$ cat config.mk
export PLATFORM = sky130hd
export DESIGN_NAME = gio_port
export DESIGN_NICKNAME = d
export VERILOG_FILES = /design/src/rtl/gio_sync2.v /design/src/rtl/gio_port.v
export VERILOG_INCLUDE_DIRS = /design/src /design/src/rtl
export SDC_FILE = /design/constraint.sdc
export NUM_CORES = 1
export LEC_CHECK = 0
export BUFFER_PORTS_ARGS = -buffer_cell sky130_fd_sc_hd__buf_2
export CORE_ASPECT_RATIO = 2
export CORE_UTILIZATION = 40
export DETAILED_ROUTE_END_ITERATION = 16
export GPL_TIMING_DRIVEN = 0
export PLACE_DENSITY = 0.72
export SLEW_MARGIN = 40
export SYNTH_ARGS = -nofsm -noshare
export SYNTH_HDL_FRONTEND = slang
export SYNTH_SLANG_ARGS = --single-unit
$ cat constraint.sdc
create_clock -name sys_clk -period 4.6 [get_ports sys_clk]
set_clock_uncertainty 0.05 [all_clocks]
set_input_delay 0.92 -clock sys_clk [delete_from_list [all_inputs] [get_ports sys_clk]]
set_output_delay 0.92 -clock sys_clk [all_outputs]
set_load 0.03 [all_outputs]
$ cat src/rtl/gio_defines.vh
// Register offsets, field positions and reset values of the general purpose I/O port.
`ifndef GIO_DEFINES_VH
`define GIO_DEFINES_VH
// ****************************************
// Register addresses
// ****************************************
`define GIO_ADDR_PIN_LEVEL_READBACK 32'h80000900
`define GIO_ADDR_PIN_DRIVE_VALUE 32'h80000904
`define GIO_ADDR_PIN_DIRECTION 32'h80000908
`define GIO_ADDR_IRQ_LINE_MASK 32'h8000090C
`define GIO_ADDR_IRQ_LINE_POLARITY 32'h80000910
`define GIO_ADDR_IRQ_LINE_EDGE_SELECT 32'h80000914
// ****************************************
// Field layout and reset values
// ****************************************
`define GIO_FIELD_MSB 15
`define GIO_IRQ_FIELD_LSB 1
`define GIO_IRQ_WRITE_MASK 16'hFFFE
`define GIO_RESET_VALUE 16'h0000
`endif

$ cat src/rtl/gio_sync2.v
// Two flip-flop synchroniser for a bus of input lines.
`timescale 1ns/100ps
module gio_sync2 #(
    parameter WIDTH = 16
) (
    input wire sys_clk,
    input wire reset,
    input wire [WIDTH-1:0] async_in,
    output reg [WIDTH-1:0] sync_out
);
    reg [WIDTH-1:0] meta_q;

    // The first stage feeds only the second stage.
    always @(posedge sys_clk) begin
        if (reset) begin
            meta_q <= {WIDTH{1'b0}};
            sync_out <= {WIDTH{1'b0}};
        end else begin
            meta_q <= async_in;
            sync_out <= meta_q;
        end
    end
endmodule

$ cat src/rtl/gio_port.v
// Sixteen-line general purpose I/O port with per-line interrupts.
// How it works
// - Sixteen lines, each independently input or output; lines 1..15 may interrupt.
// - Each line is a pad whose driver software enables per line.
// - Every pad input passes two flip-flops before any use.
// - Readback register returns synchronised levels in bits 15..0; writes ignored.
// - Direction bit one enables the driver; zero leaves the line input.
// - An output line drives its bit of the drive value register.
// - Lines 1..15 each drive own interrupt output; line 0 none.
// - An interrupt is signalled only while its mask bit is one.
// - Mask and polarity hold bits 15..1; bit 0 reserved.
// - Edge select zero means level sensitive, one means edge triggered.
// - Polarity: level low/high, or falling/rising edge in edge mode.
// - All control registers reset to zero: inputs, interrupts disabled.
`timescale 1ns/100ps
`include "gio_defines.vh"
module gio_port #(
    parameter NLINES = 16
) (
    input wire sys_clk,
    input wire reset,
    input wire reg_sel,
    input wire reg_write,
    input wire [31:0] reg_addr,
    input wire [31:0] reg_wdata,
    output reg [31:0] reg_rdata,
    input wire [NLINES-1:0] io_line_in,
    output reg [NLINES-1:0] io_line_out,
    output reg [NLINES-1:0] io_line_oe,
    output reg [NLINES-1:0] irq_out
);
    // ****************************************
    // Control registers
    // ****************************************
    reg [NLINES-1:0] pin_drive_value_q;
    reg [NLINES-1:0] pin_direction_q;
    reg [NLINES-1:0] irq_line_mask_q;
    reg [NLINES-1:0] irq_line_polarity_q;
    reg [NLINES-1:0] irq_line_edge_select_q;
    reg [NLINES-1:0] level_prev_q;
    wire [NLINES-1:0] pin_level_field;
    wire [NLINES-1:0] rise_w;
    wire [NLINES-1:0] fall_w;
    wire wr_strobe_w;
    wire sel_readback_w;
    wire sel_drive_w;
    wire sel_direction_w;
    wire sel_mask_w;
    wire sel_polarity_w;
    wire sel_edge_w;
    reg [NLINES-1:0] level_match;
    reg [NLINES-1:0] edge_match;
    reg [NLINES-1:0] irq_d;
    reg [31:0] rdata_d;
    integer i;

    // ****************************************
    // Helper functions
    // ****************************************
    // Return one when the bus address matches a register.
    function hit;
        input [31:0] a;
        input [31:0] target;
        begin
            hit = (a == target);
        end
    endfunction

    // Widen a line vector to a bus word whose unused upper bits read zero.
    function [31:0] to_word;
        input [NLINES-1:0] v;
        begin
            to_word = 32'h00000000;
            to_word[NLINES-1:0] = v;
        end
    endfunction

    // Keep only the interrupt fields of a written word; line 0 never interrupts.
    function [NLINES-1:0] field_mask;
        input [NLINES-1:0] v;
        integer k;
        begin
            field_mask = {NLINES{1'b0}};
            for (k = `GIO_IRQ_FIELD_LSB; k <= `GIO_FIELD_MSB; k = k + 1) begin
                if (k < NLINES) begin
                    field_mask[k] = v[k];
                end
            end
        end
    endfunction

    // ****************************************
    // Input synchroniser
    // ****************************************
    // Every pad reaches the rest of the block only through this two-stage chain.
    gio_sync2 #(
        .WIDTH(NLINES)
    ) gio_sync2_inst (
        .sys_clk(sys_clk),
        .reset(reset),
        .async_in(io_line_in),
        .sync_out(pin_level_field)
    );

    // ****************************************
    // Address decode
    // ****************************************
    // Each select is a full address compare, so no alias of a register ever responds.
    assign wr_strobe_w = reg_sel & reg_write;
    assign sel_readback_w = hit(reg_addr, `GIO_ADDR_PIN_LEVEL_READBACK);
    assign sel_drive_w = hit(reg_addr, `GIO_ADDR_PIN_DRIVE_VALUE);
    assign sel_direction_w = hit(reg_addr, `GIO_ADDR_PIN_DIRECTION);
    assign sel_mask_w = hit(reg_addr, `GIO_ADDR_IRQ_LINE_MASK);
    assign sel_polarity_w = hit(reg_addr, `GIO_ADDR_IRQ_LINE_POLARITY);
    assign sel_edge_w = hit(reg_addr, `GIO_ADDR_IRQ_LINE_EDGE_SELECT);

    // ****************************************
    // Register writes
    // ****************************************
    // The readback register has no write path, so a store to its address is lost.
    always @(posedge sys_clk) begin
        if (reset) begin
            pin_drive_value_q <= `GIO_RESET_VALUE;
        end else if (wr_strobe_w && sel_drive_w) begin
            pin_drive_value_q <= reg_wdata[NLINES-1:0];
        end
    end

    always @(posedge sys_clk) begin
        if (reset) begin
            pin_direction_q <= `GIO_RESET_VALUE;
        end else if (wr_strobe_w && sel_direction_w) begin
            pin_direction_q <= reg_wdata[NLINES-1:0];
        end
    end

    always @(posedge sys_clk) begin
        if (reset) begin
            irq_line_mask_q <= `GIO_RESET_VALUE;
        end else if (wr_strobe_w && sel_mask_w) begin
            irq_line_mask_q <= field_mask(reg_wdata[NLINES-1:0]);
        end
    end

    always @(posedge sys_clk) begin
        if (reset) begin
            irq_line_polarity_q <= `GIO_RESET_VALUE;
        end else if (wr_strobe_w && sel_polarity_w) begin
            irq_line_polarity_q <= field_mask(reg_wdata[NLINES-1:0]);
        end
    end

    always @(posedge sys_clk) begin
        if (reset) begin
            irq_line_edge_select_q <= `GIO_RESET_VALUE;
        end else if (wr_strobe_w && sel_edge_w) begin
            irq_line_edge_select_q <= field_mask(reg_wdata[NLINES-1:0]);
        end
    end

    // ****************************************
    // Read mux
    // ****************************************
    // Reads are registered, so data appears one cycle after the address.
    always @* begin
        rdata_d = 32'h00000000;
        if (sel_readback_w) begin
            rdata_d = to_word(pin_level_field);
        end else if (sel_drive_w) begin
            rdata_d = to_word(pin_drive_value_q);
        end else if (sel_direction_w) begin
            rdata_d = to_word(pin_direction_q);
        end else if (sel_mask_w) begin
            rdata_d = to_word(irq_line_mask_q);
        end else if (sel_polarity_w) begin
            rdata_d = to_word(irq_line_polarity_q);
        end else if (sel_edge_w) begin
            rdata_d = to_word(irq_line_edge_select_q);
        end
    end

    // ****************************************
    // Interrupt detection
    // ****************************************
    // Only the synchronised level is used, so a glitch shorter than a clock fires only if it spans a clock edge.
    assign rise_w = pin_level_field & ~level_prev_q;
    assign fall_w = ~pin_level_field & level_prev_q;

    always @* begin
        level_match = {NLINES{1'b0}};
        edge_match = {NLINES{1'b0}};
        irq_d = {NLINES{1'b0}};
        for (i = 1; i < NLINES; i = i + 1) begin
            level_match[i] = ~(pin_level_field[i] ^ irq_line_polarity_q[i]);
            edge_match[i] = irq_line_polarity_q[i] ? rise_w[i] : fall_w[i];
            if (irq_line_edge_select_q[i]) begin
                irq_d[i] = edge_match[i] & irq_line_mask_q[i];
            end else begin
                irq_d[i] = level_match[i] & irq_line_mask_q[i];
            end
        end
    end

    // ****************************************
    // Registered outputs
    // ****************************************
    always @(posedge sys_clk) begin
        if (reset) begin
            reg_rdata <= 32'h00000000;
        end else begin
            reg_rdata <= rdata_d;
        end
    end

    // Pad controls come from flip-flops, so a register write never glitches a pin.
    always @(posedge sys_clk) begin
        if (reset) begin
            io_line_out <= `GIO_RESET_VALUE;
            io_line_oe <= `GIO_RESET_VALUE;
        end else begin
            io_line_out <= pin_drive_value_q;
            io_line_oe <= pin_direction_q;
        end
    end

    // The previous level resets to the synchroniser's reset value, so no edge is invented.
    always @(posedge sys_clk) begin
        if (reset) begin
            irq_out <= {NLINES{1'b0}};
            level_prev_q <= {NLINES{1'b0}};
        end else begin
            irq_out <= irq_d;
            level_prev_q <= pin_level_field;
        end
    end
endmodule

* Yosys cells after proc, flatten, opt, wreduce, memory -nomap -nowiden
Index checks and enable logic that the tools add are counted. W data, S select, Z words.
Word-level totals: flip-flop bits (word level) 205, latch bits 0, memory bits (writable) 0, bits in read-only memories 0, output and inout port bits 80, logic and storage cells 127, memories 0
Cells by class: add/subtract/negate cells 0, $mul 0, divide/modulo/power cells 0, $lt $le $gt $ge 0, equality and inequality tests 6, shift operators 0, multiplexer cells 36, bitwise logic cells 65, reduce and logical (&&, ||, !) cells 6
Operators by type and width (number):
- $eq A32 B32 Y1 const B | 6
- $mux W16 | 6
- $and A16 B16 Y16 | 2
- $not A16 Y16 | 2
- $and A1 B1 Y1 | 31
- $mux W1 | 30
- $not A1 Y1 | 15
- $xor A1 B1 Y1 | 15
- $reduce_or A6 Y1 | 1
- $logic_and A1 B1 Y1 | 5

* Depth between registers and ports, before layout
Gate-level depths: netlist (run 1).
word-level depth 7, gate-level depth with buffers 7

* Hierarchy
A second synthesis (run 1) with hierarchy kept.
Unflattened totals: cells, all modules 734, area total of the unflattened synthesis 7479.7 sq um
By module, submodules not included:
- gio_port | times used 1, cells each 667, area an instance 6616.3 sq um, seq. area each 3103.0 sq um
- gio_sync2 | times used 1, cells each 67, area an instance 863.3 sq um, seq. area each 640.6 sq um

* Worst setup path before layout (run 1)
OpenSTA, ideal clock, no wires.
path type input-to-reg, start input reg_addr[20], end register irq_line_edge_select_q[10], arrival 2.173 ns, setup slack 2.305 ns, cell stages on the path 7, cells stage by stage nor4_1 -> and4_1 -> buf_6 -> and4_4 -> buf_8 -> buf_12 -> mux2i_1
On the way: word-level cells in the longest chain between the ends 2
RTL lines:
- start, declared | RTL line gio_port.v:24 | input wire [31:0] reg_addr,
- $eq A32 B32 Y1 | RTL line gio_port.v:65 | hit = (a == target);
- $logic_and A1 B1 Y1 | RTL line gio_port.v:156 | end else if (wr_strobe_w && sel_edge_w) begin
- end signal, assigned | RTL line gio_port.v:155 | irq_line_edge_select_q <= `GIO_RESET_VALUE;
- end signal, assigned | RTL line gio_port.v:157 | irq_line_edge_select_q <= field_mask(reg_wdata[NLINES-1:0]);
- end, declared | RTL line gio_port.v:39 | reg [NLINES-1:0] irq_line_edge_select_q;
Every way passes these cells. A chain may end at the register's enable or synchronous reset.

* Worst setup path after layout (run 1)
start input reg_addr[10], end register reg_rdata[5]
On the way: word-level cells in the longest chain between the ends 7, elaborated cells on any way between the ends 12, those cells by class eq/ne: 6; mux: 6
RTL lines:
- $eq A32 B32 Y1 | RTL line gio_port.v:65
- $mux W16 | RTL line gio_port.v:177 | end else if (sel_edge_w) begin
- $mux W16 | RTL line gio_port.v:175 | end else if (sel_polarity_w) begin
- $mux W16 | RTL line gio_port.v:173 | end else if (sel_mask_w) begin
- $mux W16 | RTL line gio_port.v:171 | end else if (sel_direction_w) begin
- $mux W16 | RTL line gio_port.v:169 | end else if (sel_drive_w) begin
- $mux W16 (*) | RTL line gio_port.v:167 | if (sel_readback_w) begin
- end signal, assigned | RTL line gio_port.v:211 | reg_rdata <= rdata_d;
- end, declared | RTL line gio_port.v:26 | output reg [31:0] reg_rdata,
Every way passes the cells marked *; elsewhere a longest branch is shown, timed or not.

==> summary.txt, run 1 <==
cell row count: 68
Post-CTS Setup Bufs: 0
clk buf depth: 2
fin cells: 1036
Critical Path AT: 2.68 ns
wire per inst: 17.03 um
vias per cell: 4.849
Post-DRT Antenna Nets: 0
Worst VDD drop: 0.0002547 V
Root Buffer: clkbuf_16
R2R setup slack: 3.32 ns
WP data required: 4.91 ns
FF+latch count, synth: 187
Hold WC Path Type: flop to flop
worst slack at placement: 1.729 ns
CTS Sinks: 187
WHS Path Cells: 1
Die X: 96.67 um
final setup fails: 0
Chip Height: 191.3 um
worst setup margin: 2.227 ns
critical path type: input port to flop
post-layout minimum cycle time: 2.373 ns
CTS clock-pin slew for the worst setup and hold paths: 0.07 ns
dominant cells by area after synthesis: dfxtp_1 52%, mux2i_1 11%, nand2b_1 8.1%
cells after synthesis: 650
Worst-Margin Slew: 0.7626 ns
die area: 0.01849 mm^2
P_leak: 0.004266 uW
RSZ-0062 raised after global routing: false
FF-to-FF Start: gio_sync2_inst.sync_out[2]
CTS tree: built
gpl congestion: 0.8283
Yosys top cell area share: 52.22%
Synth top cells by count: 187 x dfxtp_1, 93 x nand2b_1, 78 x mux2i_1, 63 x nor2b_1, 32 x inv_1
Seq/Total Area, Yosys: 52.22%
dpl cells: 1004
n_diodes: 0
vias in the first global route: 5067
H-tree levels: 4
first-pass GRT wire length: 27.01 mm
GRT Total Usage: 19.54%
critical path endpoint: reg_rdata[5]
CTS-repair resized insts: 0
layout cell share with drive strength beyond 1: 28.45%
Final Hold Vio Count: 0
Worst slew margin: 49.16%
Setup TNS: 0 ns
pin count of the biggest net entering global routing: 19
Num CTS Buffers: 17
Yosys cell types: 35
Final HPWL DP: 12.96 mm
Crit Path Max Fanout: 10
status: complete, no violations
I/O pin count: 164
power per cell area: 375.5 mW/mm^2
R2R depth: 3
CP endpoint kind: flop
DRC viols: 0
core area: 0.01736 mm^2
number of enable flip-flop cells after synthesis: 0
Synth warnings: 0
Setup crit start kind: input port
worst r2r dst: reg_rdata[2]
asr flop ratio synth: 0%
Post-Syn Area: 0.007169 mm^2
worst setup path startpoint: reg_addr[10]
Synth area leader: dfxtp_1
Tcrit/Tclk final: 51.58%
top-count cell post-synth: dfxtp_1
DR iter-0 viols: 178
Starting Density: 41.31%
Vias: 5024
Pins Over Slew Limit: 0
initial antenna violation count: 0
Routed WL: 17.64 mm
Max Cap Viol: 0
Pre-antenna DRT Iters: 5
Worst-Skew Late Latency: 0.43 ns
Remaining Overflow, GRT: 0
Post-CTS Hold Buffers: 0
area delta synth->final: 21.66%
count of input and output buffers: 128
f_max: 421.4 MHz
Synth Area per Inst: 11.03 um^2
ys flop type: dfxtp_1
nets: 897
==> where the power goes <==
group	switching, uW	leakage [uW]	internal, uW
registers	9.45	0.00151	1630
clock network	668	0.000291	787
logic	99.6	0.00246	76.1
total	778	0.00427	2500
==> cell type report <==
type | count | area [um^2]
fillers | 1649 | 8635
flip-flops and latches | 187 | 3744
multi-input cells | 395 | 3010
repair buffers | 128 | 640.6
clock buffers | 19 | 442.9
plain buffers | 51 | 352.8
well taps | 210 | 262.8
clock inverters | 13 | 145.1
inverters | 33 | 123.9
==> how the worst min path moves through the flow <==
stage | start | end | slack, ns
after floorplan | gio_sync2_inst.meta_q[0] | gio_sync2_inst.sync_out[0] | 0.36
final | gio_sync2_inst.meta_q[10] | gio_sync2_inst.sync_out[10] | 0.38
after global routing | gio_sync2_inst.meta_q[15] | gio_sync2_inst.sync_out[15] | 0.40
after global placement | gio_sync2_inst.meta_q[13] | gio_sync2_inst.sync_out[13] | 0.37
after CTS | gio_sync2_inst.meta_q[10] | gio_sync2_inst.sync_out[10] | 0.39
after detailed placement | gio_sync2_inst.meta_q[10] | gio_sync2_inst.sync_out[10] | 0.37
==> worst max-delay path, stage by stage <==
cell	delay, ns
buf_2	0.09
nor4b_1	0.28
and4_2	0.25
buf_4	0.17
nand4_1	0.40
buf_2	0.39
nor2_1	0.17
==> per-stage QoR <==
| stage | utilization [%] | instance area, um^2 | hold slack, ns | power, uW |
|---|---|---|---|---|
| 3_3_place_gp | 46.86 | 8133 | 0.3691 | 1856 |
| 2_1_floorplan | - | 7229 | 0.3638 | 1787 |
| 6_report | 50.25 | 8722 | 0.3842 | 3275 |
| 5_1_grt | 50.25 | 8722 | 0.4030 | 3388 |
| 4_1_cts | 50.25 | 8721 | 0.3868 | 3306 |
| 3_5_place_dp | 46.86 | 8133 | 0.3704 | 1858 |
==> cells in the final DEF, fill, tap and decap left out, drive strengths merged <==
master / n
a21oi: 1
clkinv: 4
clkbuf: 38
mux2i: 78
mux4: 15
inv: 41
nor4bb: 1
nor4: 3
nor2: 32
nor3: 17
a31oi: 15
nand2b: 93
mux2: 15
and4: 5
nand4: 3
and2b: 1
nor2b: 63
nand4b: 2
dfxtp: 187
nor4b: 4
bufinv: 1
conb: 17
a22oi: 15
buf: 160
nand2: 15
==> routing by layer <==
| layer | vias to the layer above | wire, um | GRT usage (%) |
|---|---|---|---|
| met4 | 0 | 530 | 10.56 |
| met3 | 28 | 795 | 3.254 |
| li1 | 2484 | - | - |
| met1 | 2337 | 6484 | 19.64 |
| met2 | 175 | 9831 | 37.65 |
| met5 | - | 0 | 0 |
==> registers in the layout, summed over array words and instances, names as in the netlist, 16 cells and up <==
| signal | flops |
|---|---|
| reg_rdata | 16 |
| gio_sync2_inst.sync_out | 16 |
| io_line_oe | 16 |
| io_line_out | 16 |
| pin_direction_q | 16 |
| pin_drive_value_q | 16 |
| gio_sync2_inst.meta_q | 16 |
==> kinds of logic (layout without fill, tap and decap cells) <==
logic type	after synthesis	after routing	synth area share, %
AND/OR/NAND/NOR	239	239	20.19
flip-flops	187	187	52.22
multiplexers	108	108	17.96
buffers and inverters	84	244	6.632
AO/OA/AOI/OAI	31	31	2.949
other	1	17	0.05231
No activity file was read; power rests on OpenSTA's default activity.
==> run 2: changes to the inputs <==
--- a/config.mk
+++ b/config.mk
@@ -11,7 +11,7 @@
 export CORE_UTILIZATION = 40
 export DETAILED_ROUTE_END_ITERATION = 16
 export GPL_TIMING_DRIVEN = 0
-export PLACE_DENSITY = 0.72
+export PLACE_DENSITY = 0.74
 export SLEW_MARGIN = 40
 export SYNTH_ARGS = -nofsm -noshare
 export SYNTH_HDL_FRONTEND = slang
==> constraint.sdc (replaced) <==
create_clock -name sys_clk -period 1.9 [get_ports sys_clk]
set_clock_uncertainty 0.05 [all_clocks]
set_input_delay 0.38 -clock sys_clk [delete_from_list [all_inputs] [get_ports sys_clk]]
set_output_delay 0.38 -clock sys_clk [all_outputs]
set_load 0.03 [all_outputs]
==> summary.txt, run 2 (same netlist as run 1, synthesis figures left out) <==
Max Cap Viol: 0 (unchanged)
Slowest cell on crit path: nor2_2 (was nand4_1)
worst setup margin: 0.1387 ns (was 2.227 ns)
core area: 0.01736 mm^2 (unchanged)
CTS tree: built (unchanged)
Pins Over Slew Limit: 0 (unchanged)
critical path endpoint: reg_rdata[13] (was reg_rdata[5])
final setup fails: 0 (unchanged)
Crit Path Max Fanout: 10 (unchanged)
Setup TNS: 0 ns (unchanged)
wire per inst: 17.33 um (was 17.03 um)
worst setup path startpoint: reg_addr[4] (was reg_addr[10])
status: complete, no violations (unchanged)
Die X: 96.67 um (unchanged)
Worst-Skew Late Latency: 0.43 ns (about the same)
critical path type: input port to flop (unchanged)
nets: 898 (was 897)
WHS: 0.1044 ns (was 0.3842 ns)
CTS-repair resized insts: 0 (unchanged)
cell row count: 68 (unchanged)
R2R setup slack: 0.60 ns (was 3.32 ns)
Worst VDD drop: 0.0007362 V (was 0.0002547 V)
pin count of the biggest net entering global routing: 17 (was 19)
n_diodes: 0 (unchanged)
GRT Total Usage: 19.85% (was 19.54%)
crit-path cells: buf_2 > clkinv_1 > nor2_2 > buf_2 > a22oi_1 > nor2_1 (was buf_2 > nor4b_1 > and4_2 > buf_4 > nand4_1 > buf_2 > nor2_1)
Setup crit start kind: input port (unchanged)
P_leak: 0.004277 uW (was 0.004266 uW)
CTS clock-pin slew for the worst setup and hold paths: 0.07 ns (about the same)
Root Buffer: clkbuf_16 (unchanged)
WHS Path Cells: 2 (was 1)
vias per cell: 4.908 (was 4.849)
H-tree levels: 4 (unchanged)
Critical Path AT: 2.06 ns (was 2.68 ns)
Post-DRT Antenna Nets: 0 (unchanged)
area delta synth->final: 22.18% (was 21.66%)
layout cell share with drive strength beyond 1: 28.33% (was 28.45%)
Worst-Margin Slew: 0.8183 ns (was 0.7626 ns)
Remaining Overflow, GRT: 0 (unchanged)
CTS Sinks: 187 (unchanged)
switching share of total power: 21.84% (was 23.74%)
f_max: 567.8 MHz
post-layout minimum cycle time: 1.761 ns
worst r2r dst: reg_rdata[14] (was reg_rdata[2])
most frequent cells in the layout: 187 x dfxtp_1, 134 x buf_2, 93 x nand2b_1, 78 x mux2i_1, 63 x nor2b_1 (unchanged)
CP most frequent cell: buf_2 (unchanged)
Pre-antenna DRT Iters: 4 (was 5)
Chip Height: 191.3 um (unchanged)
I/O pin count: 164 (unchanged)
Routed WL: 17.95 mm (was 17.64 mm)
R2R depth: 3 (unchanged)
Hold WC Path Type: input port to flop (was flop to flop)
DR iter-0 viols: 219 (was 178)
CP endpoint kind: flop (unchanged)
count of input and output buffers: 128 (unchanged)
clock share of power: 45.8% (was 44.4%)
DRC viols: 0 (unchanged)
die area: 0.01849 mm^2 (unchanged)
WP data required: 2.19 ns (was 4.91 ns)
commonest non-fill, non-tap cell in the layout: dfxtp_1 (unchanged)
internal power: 6354 uW (was 2497 uW)
first-pass GRT wire length: 27.61 mm (was 27.01 mm)
Worst slew margin: 45.45% (was 49.16%)
RSZ-0062 raised after global routing: false (unchanged)
Flop pwr share: 49.0% (was 50.2%)
Final HPWL DP: 13.22 mm (was 12.96 mm)
Num CTS Buffers: 17 (unchanged)
initial antenna violation count: 0 (unchanged)
critical path's largest stage delay: 0.52 ns (was 0.40 ns)
Final Hold Vio Count: 0 (unchanged)
total power: 8130 uW (was 3275 uW)
FF-to-FF Start: gio_sync2_inst.sync_out[14] (was gio_sync2_inst.sync_out[2])
worst slack at placement: -0.5355 ns (was 1.729 ns)
gpl congestion: 0.8706 (was 0.8283)
clk buf depth: 2 (unchanged)
Logic pwr share: 5.3% (was 5.4%)
Tcrit/Tclk final: 92.70%
Starting Density: 41.31% (unchanged)
switching power: 1776 uW (was 777.5 uW)
power per cell area: 928.1 mW/mm^2 (was 375.5 mW/mm^2)
vias in the first global route: 5226 (was 5067)
Vias: 5085 (was 5024)
-- run 2: power by group through the flow --
stage	logic [uW]	registers, uW	clock network [uW]
global route	455	3980	3970
floorplan	265	4060	0
global placement	423	4070	0
CTS	428	3980	3780
detailed placement	427	4070	0
finish	427	3980	3720
-- run 2: metrics by stage --
step / util [%] / instances / instance area, um^2
2_1_floorplan: - / 666 / 7229
3_3_place_gp: 46.86 / 1004 / 8133
3_5_place_dp: 46.86 / 1004 / 8133
4_1_cts: 50.47 / 1036 / 8760
5_1_grt: 50.47 / 1036 / 8760
6_report: 50.47 / 1036 / 8760
-- run 2: repair_timing --
| action | 4_1_cts | 5_1_grt |
|---|---|---|
| buffers inserted | 1 | 0 |
| endpoints found under the setup margin | 5 | 0 |
| endpoints found under the hold margin | 0 | 0 |
| hold buffers | 0 | 0 |
-- run 2: worst min-delay path by stage --
stage                                        start  slack [ns]                    endpoint
after global routing                 io_line_in[3]        0.11    gio_sync2_inst.meta_q[3]
after detailed placement  gio_sync2_inst.meta_q[1]        0.37  gio_sync2_inst.sync_out[1]
final                                io_line_in[3]        0.10    gio_sync2_inst.meta_q[3]
after floorplan           gio_sync2_inst.meta_q[0]        0.36  gio_sync2_inst.sync_out[0]
after CTS                            io_line_in[3]         0.1    gio_sync2_inst.meta_q[3]
after global placement    gio_sync2_inst.meta_q[6]        0.37  gio_sync2_inst.sync_out[6]
-- run 2: worst max-delay path: cells and delay by family --
kind                   cells  cell delay (ns)
buffers and inverters      3             0.85
and+or+nand+nor            2             0.70
AOI/OAI and AO/OA          1             0.11
-- run 2: final cells by class --
cell class / instances / area (um^2)
fillers: 1622 / 8597
flip-flops and latches: 187 / 3744
multi-input cells: 395 / 3010
repair buffers: 129 / 648.1
clock buffers: 18 / 429.2
plain buffers: 51 / 351.6
well taps: 210 / 262.8
clock inverters: 13 / 190.2
inverters: 33 / 123.9
-- run 2: routing by layer --
metal	track usage, %	up-vias	wire length (um)
met3	3.291	33	693
met2	38.27	171	10050
met1	19.56	2403	6520
li1	-	2478	-
met5	0	-	0
met4	11.65	0	689
